### config.mk
export PLATFORM = sky130hd
export DESIGN_NAME = pcpc_top
export DESIGN_NICKNAME = d
export VERILOG_FILES = /design/src/pcpc_pkg.sv /design/src/pcpc_top.sv
export VERILOG_INCLUDE_DIRS = /design/src
export SDC_FILE = /design/constraint.sdc
export NUM_CORES = 1
export LEC_CHECK = 0
export BUFFER_PORTS_ARGS = -buffer_cell sky130_fd_sc_hd__buf_2
export CAP_MARGIN = 15
export CORE_MARGIN = 3
export CORE_UTILIZATION = 40
export CTS_CLUSTER_SIZE = 8
export DETAILED_ROUTE_END_ITERATION = 12
export GPL_TIMING_DRIVEN = 1
export PLACE_DENSITY = 0.58
export SYNTH_ARGS = -nofsm -noshare
export SYNTH_HDL_FRONTEND = slang
export SYNTH_SLANG_ARGS = --single-unit
### constraint.sdc
create_clock -name sys_clk_i -period 4.6 [get_ports sys_clk_i]
set_clock_uncertainty 0.1 [all_clocks]
set_input_delay 0.69 -clock sys_clk_i [delete_from_list [all_inputs] [get_ports sys_clk_i]]
set_output_delay 0.69 -clock sys_clk_i [all_outputs]
set_load 0.02 [all_outputs]
### src/pcpc_cfg.svh
// Constants for the port charge and power control block
`ifndef PCPC_CFG_SVH
`define PCPC_CFG_SVH
`define PCPC_ADDR_PWR 8'h05
`define PCPC_ADDR_CHG 8'h06
`define PCPC_ADDR_POL 8'h0A
`define PCPC_PWR_DIS_N_BIT 0
`define PCPC_PWR_GANGED_BIT 3
`define PCPC_POL_AUTO_DIS_N_BIT 1
`define PCPC_POL_PWRPOL_BIT 2
`define PCPC_POL_GALT_BIT 5
`define PCPC_POL_HICUR_BIT 4
`define PCPC_RST_PWR 8'h00
`define PCPC_RST_CHG 8'h00
`define PCPC_RST_POL 8'h00
`define PCPC_OFF_NS 1000
`define PCPC_OFF_CYC ((`PCPC_OFF_NS + 7) / 8)
`endif

### src/pcpc_pkg.sv
// Types for the port charge and power control block
package pcpc_pkg;
  typedef enum logic [2:0] {
    PCPC_NONE, PCPC_CDP, PCPC_DCP, PCPC_DIV_LO, PCPC_DIV_HI, PCPC_ALT
  } pcpc_mode_t;
endpackage

### src/pcpc_top.sv
// Port charge mode and power switch control for four downstream ports
`timescale 1ns/100ps
`default_nettype none
`include "pcpc_cfg.svh"

module pcpc_top (
  input wire logic sys_clk_i,            // Core clock
  input wire logic sys_rst_i,            // Async reset, high
  input wire logic [7:0] cfg_addr_i,     // Config register address
  input wire logic cfg_wr_i,             // Config write strobe
  input wire logic [7:0] cfg_wdata_i,    // Config write data
  output logic [7:0] cfg_rdata_o,        // Config read data
  input wire logic use_regs_i,           // 1: bus/EEPROM config
  input wire logic [3:0] charge_enable_straps_i,
  input wire logic auto_mode_strap_n_i,
  input wire logic power_mgmt_strap_n_i,
  input wire logic ganged_strap_i,
  input wire logic bus_mode_strap_n_i,
  input wire logic power_polarity_strap_i,
  input wire logic vbus_valid_i,         // Upstream VBUS above 4V
  input wire logic us_connected_i,       // Upstream port connected
  input wire logic us_configured_i,      // Upstream port configured
  input wire logic [3:0] host_port_power_i, // Host set port power
  input wire logic [3:0] dp_pullup_i,    // DP pull-up seen per port
  input wire logic [3:0] data_line_voltage_detect_i,
  input wire logic [3:0] ovc_n_i,        // Over-current inputs, low
  output logic [3:0] port_power_enable_out_o,
  output logic [3:0] ovc_o,              // Over-current per port
  output logic [3:0] divider_drive_o,    // Fixed DP/DM level on
  output logic [3:0] divider_high_o,     // High divider level
  output logic [11:0] port_mode_o,       // 3-bit mode per port
  output logic bus_mode_n_o              // Sampled bus mode strap
);
  import pcpc_pkg::*;

  localparam int unsigned OFF_CYC = `PCPC_OFF_CYC;

  logic [7:0] pwr_q, chg_q, pol_q;        // Config registers
  logic strap_done_q;                     // Straps captured
  logic [3:0] st_chg_q;                   // Sampled straps
  logic st_auto_n_q, st_pm_n_q, st_gang_q, st_bus_n_q, st_pol_q;
  pcpc_mode_t mode_q [4];                 // Automatic mode state
  logic [3:0] pwr_on_q;                   // Internal power enable
  logic [3:0] seq_q;                      // Auto sequence started
  logic [7:0] off_cnt_q [4];              // Power-off hold counters

  // Effective configuration selection
  wire [3:0] chg_en = use_regs_i ? chg_q[3:0] : st_chg_q;
  // Register bit set means automatic mode is off
  wire auto_en = use_regs_i ? ~pol_q[`PCPC_POL_AUTO_DIS_N_BIT]
                            : ~st_auto_n_q;
  wire auto_on = ~auto_en ? 1'b0 : 1'b1;
  wire hi_en = use_regs_i ? pol_q[`PCPC_POL_HICUR_BIT] : 1'b1;
  wire alt_en = use_regs_i & pol_q[`PCPC_POL_GALT_BIT];
  wire pol_hi = use_regs_i ? pol_q[`PCPC_POL_PWRPOL_BIT] : st_pol_q;
  wire sw_dis_n = use_regs_i ? pwr_q[`PCPC_PWR_DIS_N_BIT] : st_pm_n_q;
  wire gang_cfg = use_regs_i ? pwr_q[`PCPC_PWR_GANGED_BIT] : st_gang_q;
  wire ganged = gang_cfg & ~(|chg_en);
  wire sw_on = ~sw_dis_n;
  wire unconn = ~us_connected_i;
  wire wr_pwr = cfg_wr_i && cfg_addr_i == `PCPC_ADDR_PWR;
  wire wr_chg = cfg_wr_i && cfg_addr_i == `PCPC_ADDR_CHG;
  wire wr_pol = cfg_wr_i && cfg_addr_i == `PCPC_ADDR_POL;
  wire sel_pwr = cfg_addr_i == `PCPC_ADDR_PWR;
  wire sel_chg = cfg_addr_i == `PCPC_ADDR_CHG;
  wire sel_pol = cfg_addr_i == `PCPC_ADDR_POL;
  wire start_hi = hi_en;

  // Read mux, unmapped reads as zero
  always_comb begin
    if (sel_pwr) begin
      cfg_rdata_o = pwr_q;
    end else if (sel_chg) begin
      cfg_rdata_o = chg_q;
    end else if (sel_pol) begin
      cfg_rdata_o = pol_q;
    end else begin
      cfg_rdata_o = 8'h00;
    end
  end

  // Configuration registers
  always_ff @(posedge sys_clk_i or posedge sys_rst_i) begin
    if (sys_rst_i) begin
      pwr_q <= `PCPC_RST_PWR;
      chg_q <= `PCPC_RST_CHG;
      pol_q <= `PCPC_RST_POL;
    end else begin
      if (wr_pwr) pwr_q <= cfg_wdata_i;
      if (wr_chg) chg_q <= cfg_wdata_i;
      if (wr_pol) pol_q <= cfg_wdata_i;
    end
  end

  // Strap capture on first edge after reset release
  always_ff @(posedge sys_clk_i or posedge sys_rst_i) begin
    if (sys_rst_i) begin
      strap_done_q <= 1'b0;
      st_chg_q <= 4'h0;
      st_auto_n_q <= 1'b1;
      st_pm_n_q <= 1'b1;
      st_gang_q <= 1'b0;
      st_bus_n_q <= 1'b1;
      st_pol_q <= 1'b1;
    end else if (!strap_done_q) begin
      strap_done_q <= 1'b1;
      st_chg_q <= charge_enable_straps_i;
      st_auto_n_q <= auto_mode_strap_n_i;
      st_pm_n_q <= power_mgmt_strap_n_i;
      st_gang_q <= ganged_strap_i;
      st_bus_n_q <= bus_mode_strap_n_i;
      st_pol_q <= power_polarity_strap_i;
    end
  end

  assign bus_mode_n_o = st_bus_n_q;

  // Per-port mode sequencer
  for (genvar p = 0; p < 4; p++) begin : g_port
    wire cdp_ok = vbus_valid_i & us_configured_i & host_port_power_i[p];
    wire div_mode = mode_q[p] == PCPC_DIV_LO || mode_q[p] == PCPC_DIV_HI;
    wire holding = off_cnt_q[p] != 8'h00;
    pcpc_mode_t div_start;
    assign div_start = start_hi ? PCPC_DIV_HI : PCPC_DIV_LO;

    always_ff @(posedge sys_clk_i or posedge sys_rst_i) begin
      if (sys_rst_i) begin
        mode_q[p] <= PCPC_NONE;
        pwr_on_q[p] <= 1'b0;
        off_cnt_q[p] <= 8'h00;
        seq_q[p] <= 1'b0;
      end else if (!chg_en[p]) begin
        mode_q[p] <= PCPC_NONE;
        pwr_on_q[p] <= host_port_power_i[p];
        off_cnt_q[p] <= 8'h00;
        seq_q[p] <= 1'b0;
      end else if (!unconn) begin
        mode_q[p] <= cdp_ok ? PCPC_CDP : PCPC_NONE;
        pwr_on_q[p] <= host_port_power_i[p];
        off_cnt_q[p] <= 8'h00;
        seq_q[p] <= 1'b0;
      end else if (!auto_on) begin
        mode_q[p] <= PCPC_DCP;
        pwr_on_q[p] <= 1'b1;
        off_cnt_q[p] <= 8'h00;
        seq_q[p] <= 1'b0;
      end else if (!seq_q[p]) begin
        // Entering auto always starts at the divider level
        mode_q[p] <= div_start;
        pwr_on_q[p] <= 1'b1;
        off_cnt_q[p] <= 8'h00;
        seq_q[p] <= 1'b1;
      end else if (holding) begin
        off_cnt_q[p] <= off_cnt_q[p] - 8'h01;
        pwr_on_q[p] <= (off_cnt_q[p] == 8'h01);
      end else begin
        pwr_on_q[p] <= 1'b1;
        case (mode_q[p])
          PCPC_DIV_LO, PCPC_DIV_HI: begin
            if (dp_pullup_i[p]) begin
              mode_q[p] <= alt_en ? PCPC_ALT : PCPC_DCP;
              pwr_on_q[p] <= 1'b0;
              off_cnt_q[p] <= OFF_CYC[7:0];
            end
          end
          PCPC_ALT: begin
            if (dp_pullup_i[p]) begin
              mode_q[p] <= PCPC_DCP;
              pwr_on_q[p] <= 1'b0;
              off_cnt_q[p] <= OFF_CYC[7:0];
            end
          end
          PCPC_DCP: begin
            if (dp_pullup_i[p] | data_line_voltage_detect_i[p]) begin
              mode_q[p] <= div_start;
              pwr_on_q[p] <= 1'b0;
              off_cnt_q[p] <= OFF_CYC[7:0];
            end
          end
          default: begin
            mode_q[p] <= div_start;
          end
        endcase
      end
    end

    // Divider level drive on DP/DM
    assign divider_drive_o[p] = div_mode;
    assign divider_high_o[p] = mode_q[p] == PCPC_DIV_HI;
    assign port_mode_o[3*p +: 3] = mode_q[p];
    // Polarity and switch enable on the power-enable outputs
    wire en = sw_on & (ganged ? (|pwr_on_q) : pwr_on_q[p]);
    assign port_power_enable_out_o[p] = pol_hi ? en : ~en;
    // Over-current, shared when ganged
    assign ovc_o[p] = ganged ? ~(&ovc_n_i) : ~ovc_n_i[p];
  end
endmodule
`default_nettype wire

Yosys cells after proc, flatten, opt, wreduce, memory -nomap -nowiden --
Cells that the tools add are included.
Operators by class: add/sub/neg operators 4, eq/ne operators 51, mux-type cells 133, bitwise gates (word level) 28, reduce and logical (&&, ||, !) cells 30
Operator list (count):
- 8-bit two-way mux | 31
- 3-bit two-way mux | 34
- 6-bit != test (second input constant) | 12
- 8-bit case mux with 2 select lines | 4
- 1-bit two-way mux | 55
- 3-bit case mux with 3 select lines | 4
- 8-bit by 1-bit == test with 1-bit output (second input constant) | 4
- 8-bit nonzero test | 4
- 8-bit by 1-bit subtractor with 8-bit output (second input constant) | 4
- 7-bit by 5-bit != test with 1-bit output (second input constant) | 4
- 7-bit by 6-bit != test with 1-bit output (second input constant) | 4
- 7-bit != test (second input constant) | 4
- 3-bit by 2-bit == test with 1-bit output (second input constant) | 8
- 3-bit == test (second input constant) | 8
- 5-bit != test (second input constant) | 4
- 4-bit AND reduction | 5
- 8-bit by 3-bit == test with 1-bit output (second input constant) | 2
- 1-bit inverter | 13
- 3-bit AND reduction | 4
- 3-bit OR reduction | 4
- 1-bit bitwise AND | 11
- 8-bit by 4-bit == test with 1-bit output (second input constant) | 1
- 1-bit case mux with 2 select lines | 4
- 2-bit OR reduction | 4
- other kinds (5) | 14
Word-level totals: register bits after elaboration 86, input bits 48

Logic depth before layout (Yosys ltp) --
word-level depth 9, gate-level depth with buffers 8, mapped depth without buffers 7

Least setup slack after synthesis --
No wires, ideal clock.
kind input-to-output, from in use_regs_i, to out port_power_enable_out_o[0], arrival time 2124 ps, path slack 1686 ps, cell stages on the path 6, cell sequence buf_6 > buf_2 > mux2i_1 > and4_1 > o21ai_0 > xnor2_1
Between the ends: word-level cells in the longest chain between the ends 8, elaborated cells between the ends (all ways) 12, classes of those cells mux (6); bitwise (5); reduce/logical (1)
RTL lines:
- start: declaration | RTL line pcpc_top.sv:13 | input wire logic use_regs_i,
- 4-bit two-way mux | RTL line pcpc_top.sv:48 | wire [3:0] chg_en = use_regs_i ? chg_q[3:0] : st_chg_q;
- 4-bit OR reduction | RTL line pcpc_top.sv:58 | wire ganged = gang_cfg & ~(|chg_en);
- 1-bit inverter | RTL line pcpc_top.sv:58
- 1-bit bitwise AND | RTL line pcpc_top.sv:58
- 1-bit two-way mux | RTL line pcpc_top.sv:192 | wire en = sw_on & (ganged ? (|pwr_on_q) : pwr_on_q[p]);
- 1-bit bitwise AND | RTL line pcpc_top.sv:192
- 1-bit inverter | RTL line pcpc_top.sv:193 | assign port_power_enable_out_o[p] = pol_hi ? en : ~en;
- 1-bit two-way mux * | RTL line pcpc_top.sv:193
- end: declaration | RTL line pcpc_top.sv:27 | output logic [3:0] port_power_enable_out_o,
Every way passes the cells marked *; elsewhere a longest branch is shown, timed or not.

Worst setup path after layout --
from in use_regs_i, to out port_power_enable_out_o[3]
The elaborated chain is that of the path after synthesis.

==> impl_metrics.toml <==
[run_status]
status = "completed"

[cells_and_area]
nNetsFinal = 634
antenna_cells = 0
drive_above_1_share_pct = 28.4
multi_input_area_mm2 = 0.00269
nFillCells = 1175
design_area_mm2 = 0.00596
final_common_cell = "buf_2"
seqCellArea_mm2 = 0.00216
final_cell_mix = "buf_2 (84), dfrtp_1 (82), nor2_1 (46), mux2_2 (39), inv_1 (25)"
syn_to_final_growth_pct = 18.5

[sta]
tns_ns = 0
tightestPinTransition_ns = 0.797
final-setup-viol-count = 0
max_slew_margin_pct = 46.7
layout_min_cycle_time_ns = 3.33
max_freq_mhz = 301
period_share_pct = 72.3
drv_slew = 0
finalHoldViolCount = 0
rsz0062_at_grt = "no"

[global_routing]
grt_pass1_wl_um = 20600
grt_overflow_total = 0
grt_pass1_vias = 4036
grt_max_degree = 59
antenna_found_initial = 0
grt_usage_pct = 18.4

[logic_synthesis]
synthAdderAreaFrac_pct = 2.24
ys.flop_type = "dfrtp_1"
yosys_warnings = 0
yosys.area.top_type = "dfrtp_1"
synth_edf_count = 0
ys_seq_area_share_pct = 42.9
avgSynthCellArea_um2 = 10.2
synth_compound_area_share_pct = 16.0
muxShareOfSynthArea_pct = 10.8
synth_top_family_by_area = "simple AND/OR/NAND/NOR gates"
syn-instance-count = 493
ys_top_cells_by_area = "dfrtp_1 (41%), mux2_2 (8.7%), nor2_1 (3.4%)"
synth_seq_cells = 86
synth_cell_types = 77
synth_area_mm2 = 0.00503
synth_simple_gate_area_share_pct = 21.2
synthesis.nets = 550
synthXorXnorAreaFrac_pct = 3.13
synth_top_area_share_pct = 40.8
synthArstFlopShare_pct = 100

[pwr]
irDropWorstVdd_v = 0.000227
combPwrFrac_pct = 12.4
power_switching_w = 0.000470
p_leak_nw = 2.88
pwr-share-seq_pct = 42.3
p_int_w = 0.00148
power_frac_clock_pct = 45.2
cellPowerDensity_mw_per_mm2 = 327
p_sw_share_pct = 24.1

[worst_setup_path]
cp_slowest_cell = "mux2i_1"
critPathBufInv = 2
ff2ff_path_depth = 7
path_cells = "buf_2, mux2i_1, and4_1, o21ai_0, xnor2_1, buf_2"
cp_data_arrival_time_ns = 2.54
cp_common_cell = "buf_2"
startpoint_type = "input port"
crit_path_max_fanout = 28
critPathTopFamily = "buffers and inverters"
critPathRequiredTime_ns = 3.81
timing.rr.end = "port_mode_o[7]"
reg2reg_slack_ns = 2.37
path_class = "input port to primary output"
end_kind = "primary output"
max_stage_delay_ns = 0.49
rr_startpoint = "off_cnt_q[9]"

[floorplanning]
initial_core_util_pct = 41.4
pin_count = 85
core-area_mm2 = 0.0122
die_area_mm2 = 0.0140
die_y_um = 118
num_rows = 40
die_x_um = 118

[drt]
post_drt_wl_per_cell_um = 16.4
drtAntennaViolNets = 0
finalWirelength_um = 12300
drtIter0Drc = 329
viasPerCell = 5.47
drc = 0
first_pass_iters = 5
num_vias = 4101

[cts]
cts_hold_buf = 0
cts_resized = 0
cts_buffers = 9
clockRootBuffer = "clkbuf_16"
cts_tree = "done"
cts_setup_buffers = 0
cts_htree_levels = 3
clk_latency_ns = 0.35
clk_pin_slew_ns = 0.06
clockBufferDepth = 2
cts_sinks = 86

[placed_design]
placed_cell_area_mm2 = 0.00558
routabilityCongestion = 0.793
port-buffer-count = 84
dp_hpwl_um = 9070

[worst_hold_path]
holdCritPathClass = "input port to async pin"

[flow_run]
drv_cap = 0
## per-stage QoR
stage	total power, W	utilization, %	hold WS, ns	cells	worst slack [ns]
2_1_floorplan	0.000997	-	0.378	493	1.59
3_3_place_gp	0.00108	45.9	0.390	733	1.34
3_5_place_dp	0.00108	45.9	0.393	733	1.28
4_1_cts	0.00198	48.8	0.407	749	1.28
5_1_grt	0.00204	49.0	0.257	750	1.16
6_report	0.00195	49.0	0.228	750	1.27
## registers in the layout, summed over array words and instances (netlist names)
name,flops
st_pm_n_q,1
st_pol_q,1
pwr_on_q,4
chg_q,8
seq_q,4
pol_q,8
bus_mode_n_o,1
pwr_q,8
st_auto_n_q,1
off_cnt_q,32
strap_done_q,1
port_mode_o,12
st_chg_q,4
st_gang_q,1
## worst max path at each step
| stage | startpoint | endpoint | cells after the start |
|---|---|---|---|
| 5_1_grt | use_regs_i | port_power_enable_out_o[3] | 6 |
| 2_1_floorplan | sys_rst_i | chg_q[0] | 1 |
| 3_3_place_gp | use_regs_i | port_power_enable_out_o[3] | 6 |
| 4_1_cts | use_regs_i | port_power_enable_out_o[3] | 6 |
| 6_report | use_regs_i | port_power_enable_out_o[3] | 6 |
| 3_5_place_dp | use_regs_i | port_power_enable_out_o[3] | 6 |
## power by group through the flow
stage                     Sequential, W  Combinational, W  Clock [W]
final                          0.000826          0.000243   0.000883
after global placement         0.000838          0.000239          0
after floorplan                0.000832          0.000166          0
after global routing           0.000831          0.000269   0.000937
after CTS                      0.000825          0.000244   0.000907
after detailed placement       0.000839          0.000242          0
## cells in the mapped netlist (all sizes together) (13+ instances only)
master  number
xnor2       14
nor3        14
a21oi       18
nor2b       14
nor2        48
dfrtp       82
o21ai       27
inv         26
mux2        39
nand2       22
nand2b      13
nand3       13
## cell type report
cell class	count	share of cell area (%)
sequential	86	36.2
tap	168	3.53
timing repair buffer	86	7.52
inverter	26	1.66
clock buffer	12	3.97
clock inverter	4	2.02
multi-input combinational	368	45.1
## layer usage
| metal | global-route usage, % | up-vias | part of all wire (%) |
|---|---|---|---|
| li1 | - | 1988 | - |
| met1 | 24.2 | 2002 | 46 |
| met2 | 29.9 | 103 | 48 |
| met3 | 5.22 | 8 | 5.0 |
| met4 | 4.84 | 0 | 1.1 |
| met5 | 0 | - | 0 |
## cell families after synthesis
logic type / after synthesis
and+or+nand+nor: 180
AOI/OAI and AO/OA: 112
DFF: 86
muxes: 48
buffers and inverters: 39
xor gates and xnor gates: 18
adders and majority gates: 9
other: 1
Power figures use the tool's default switching activity.
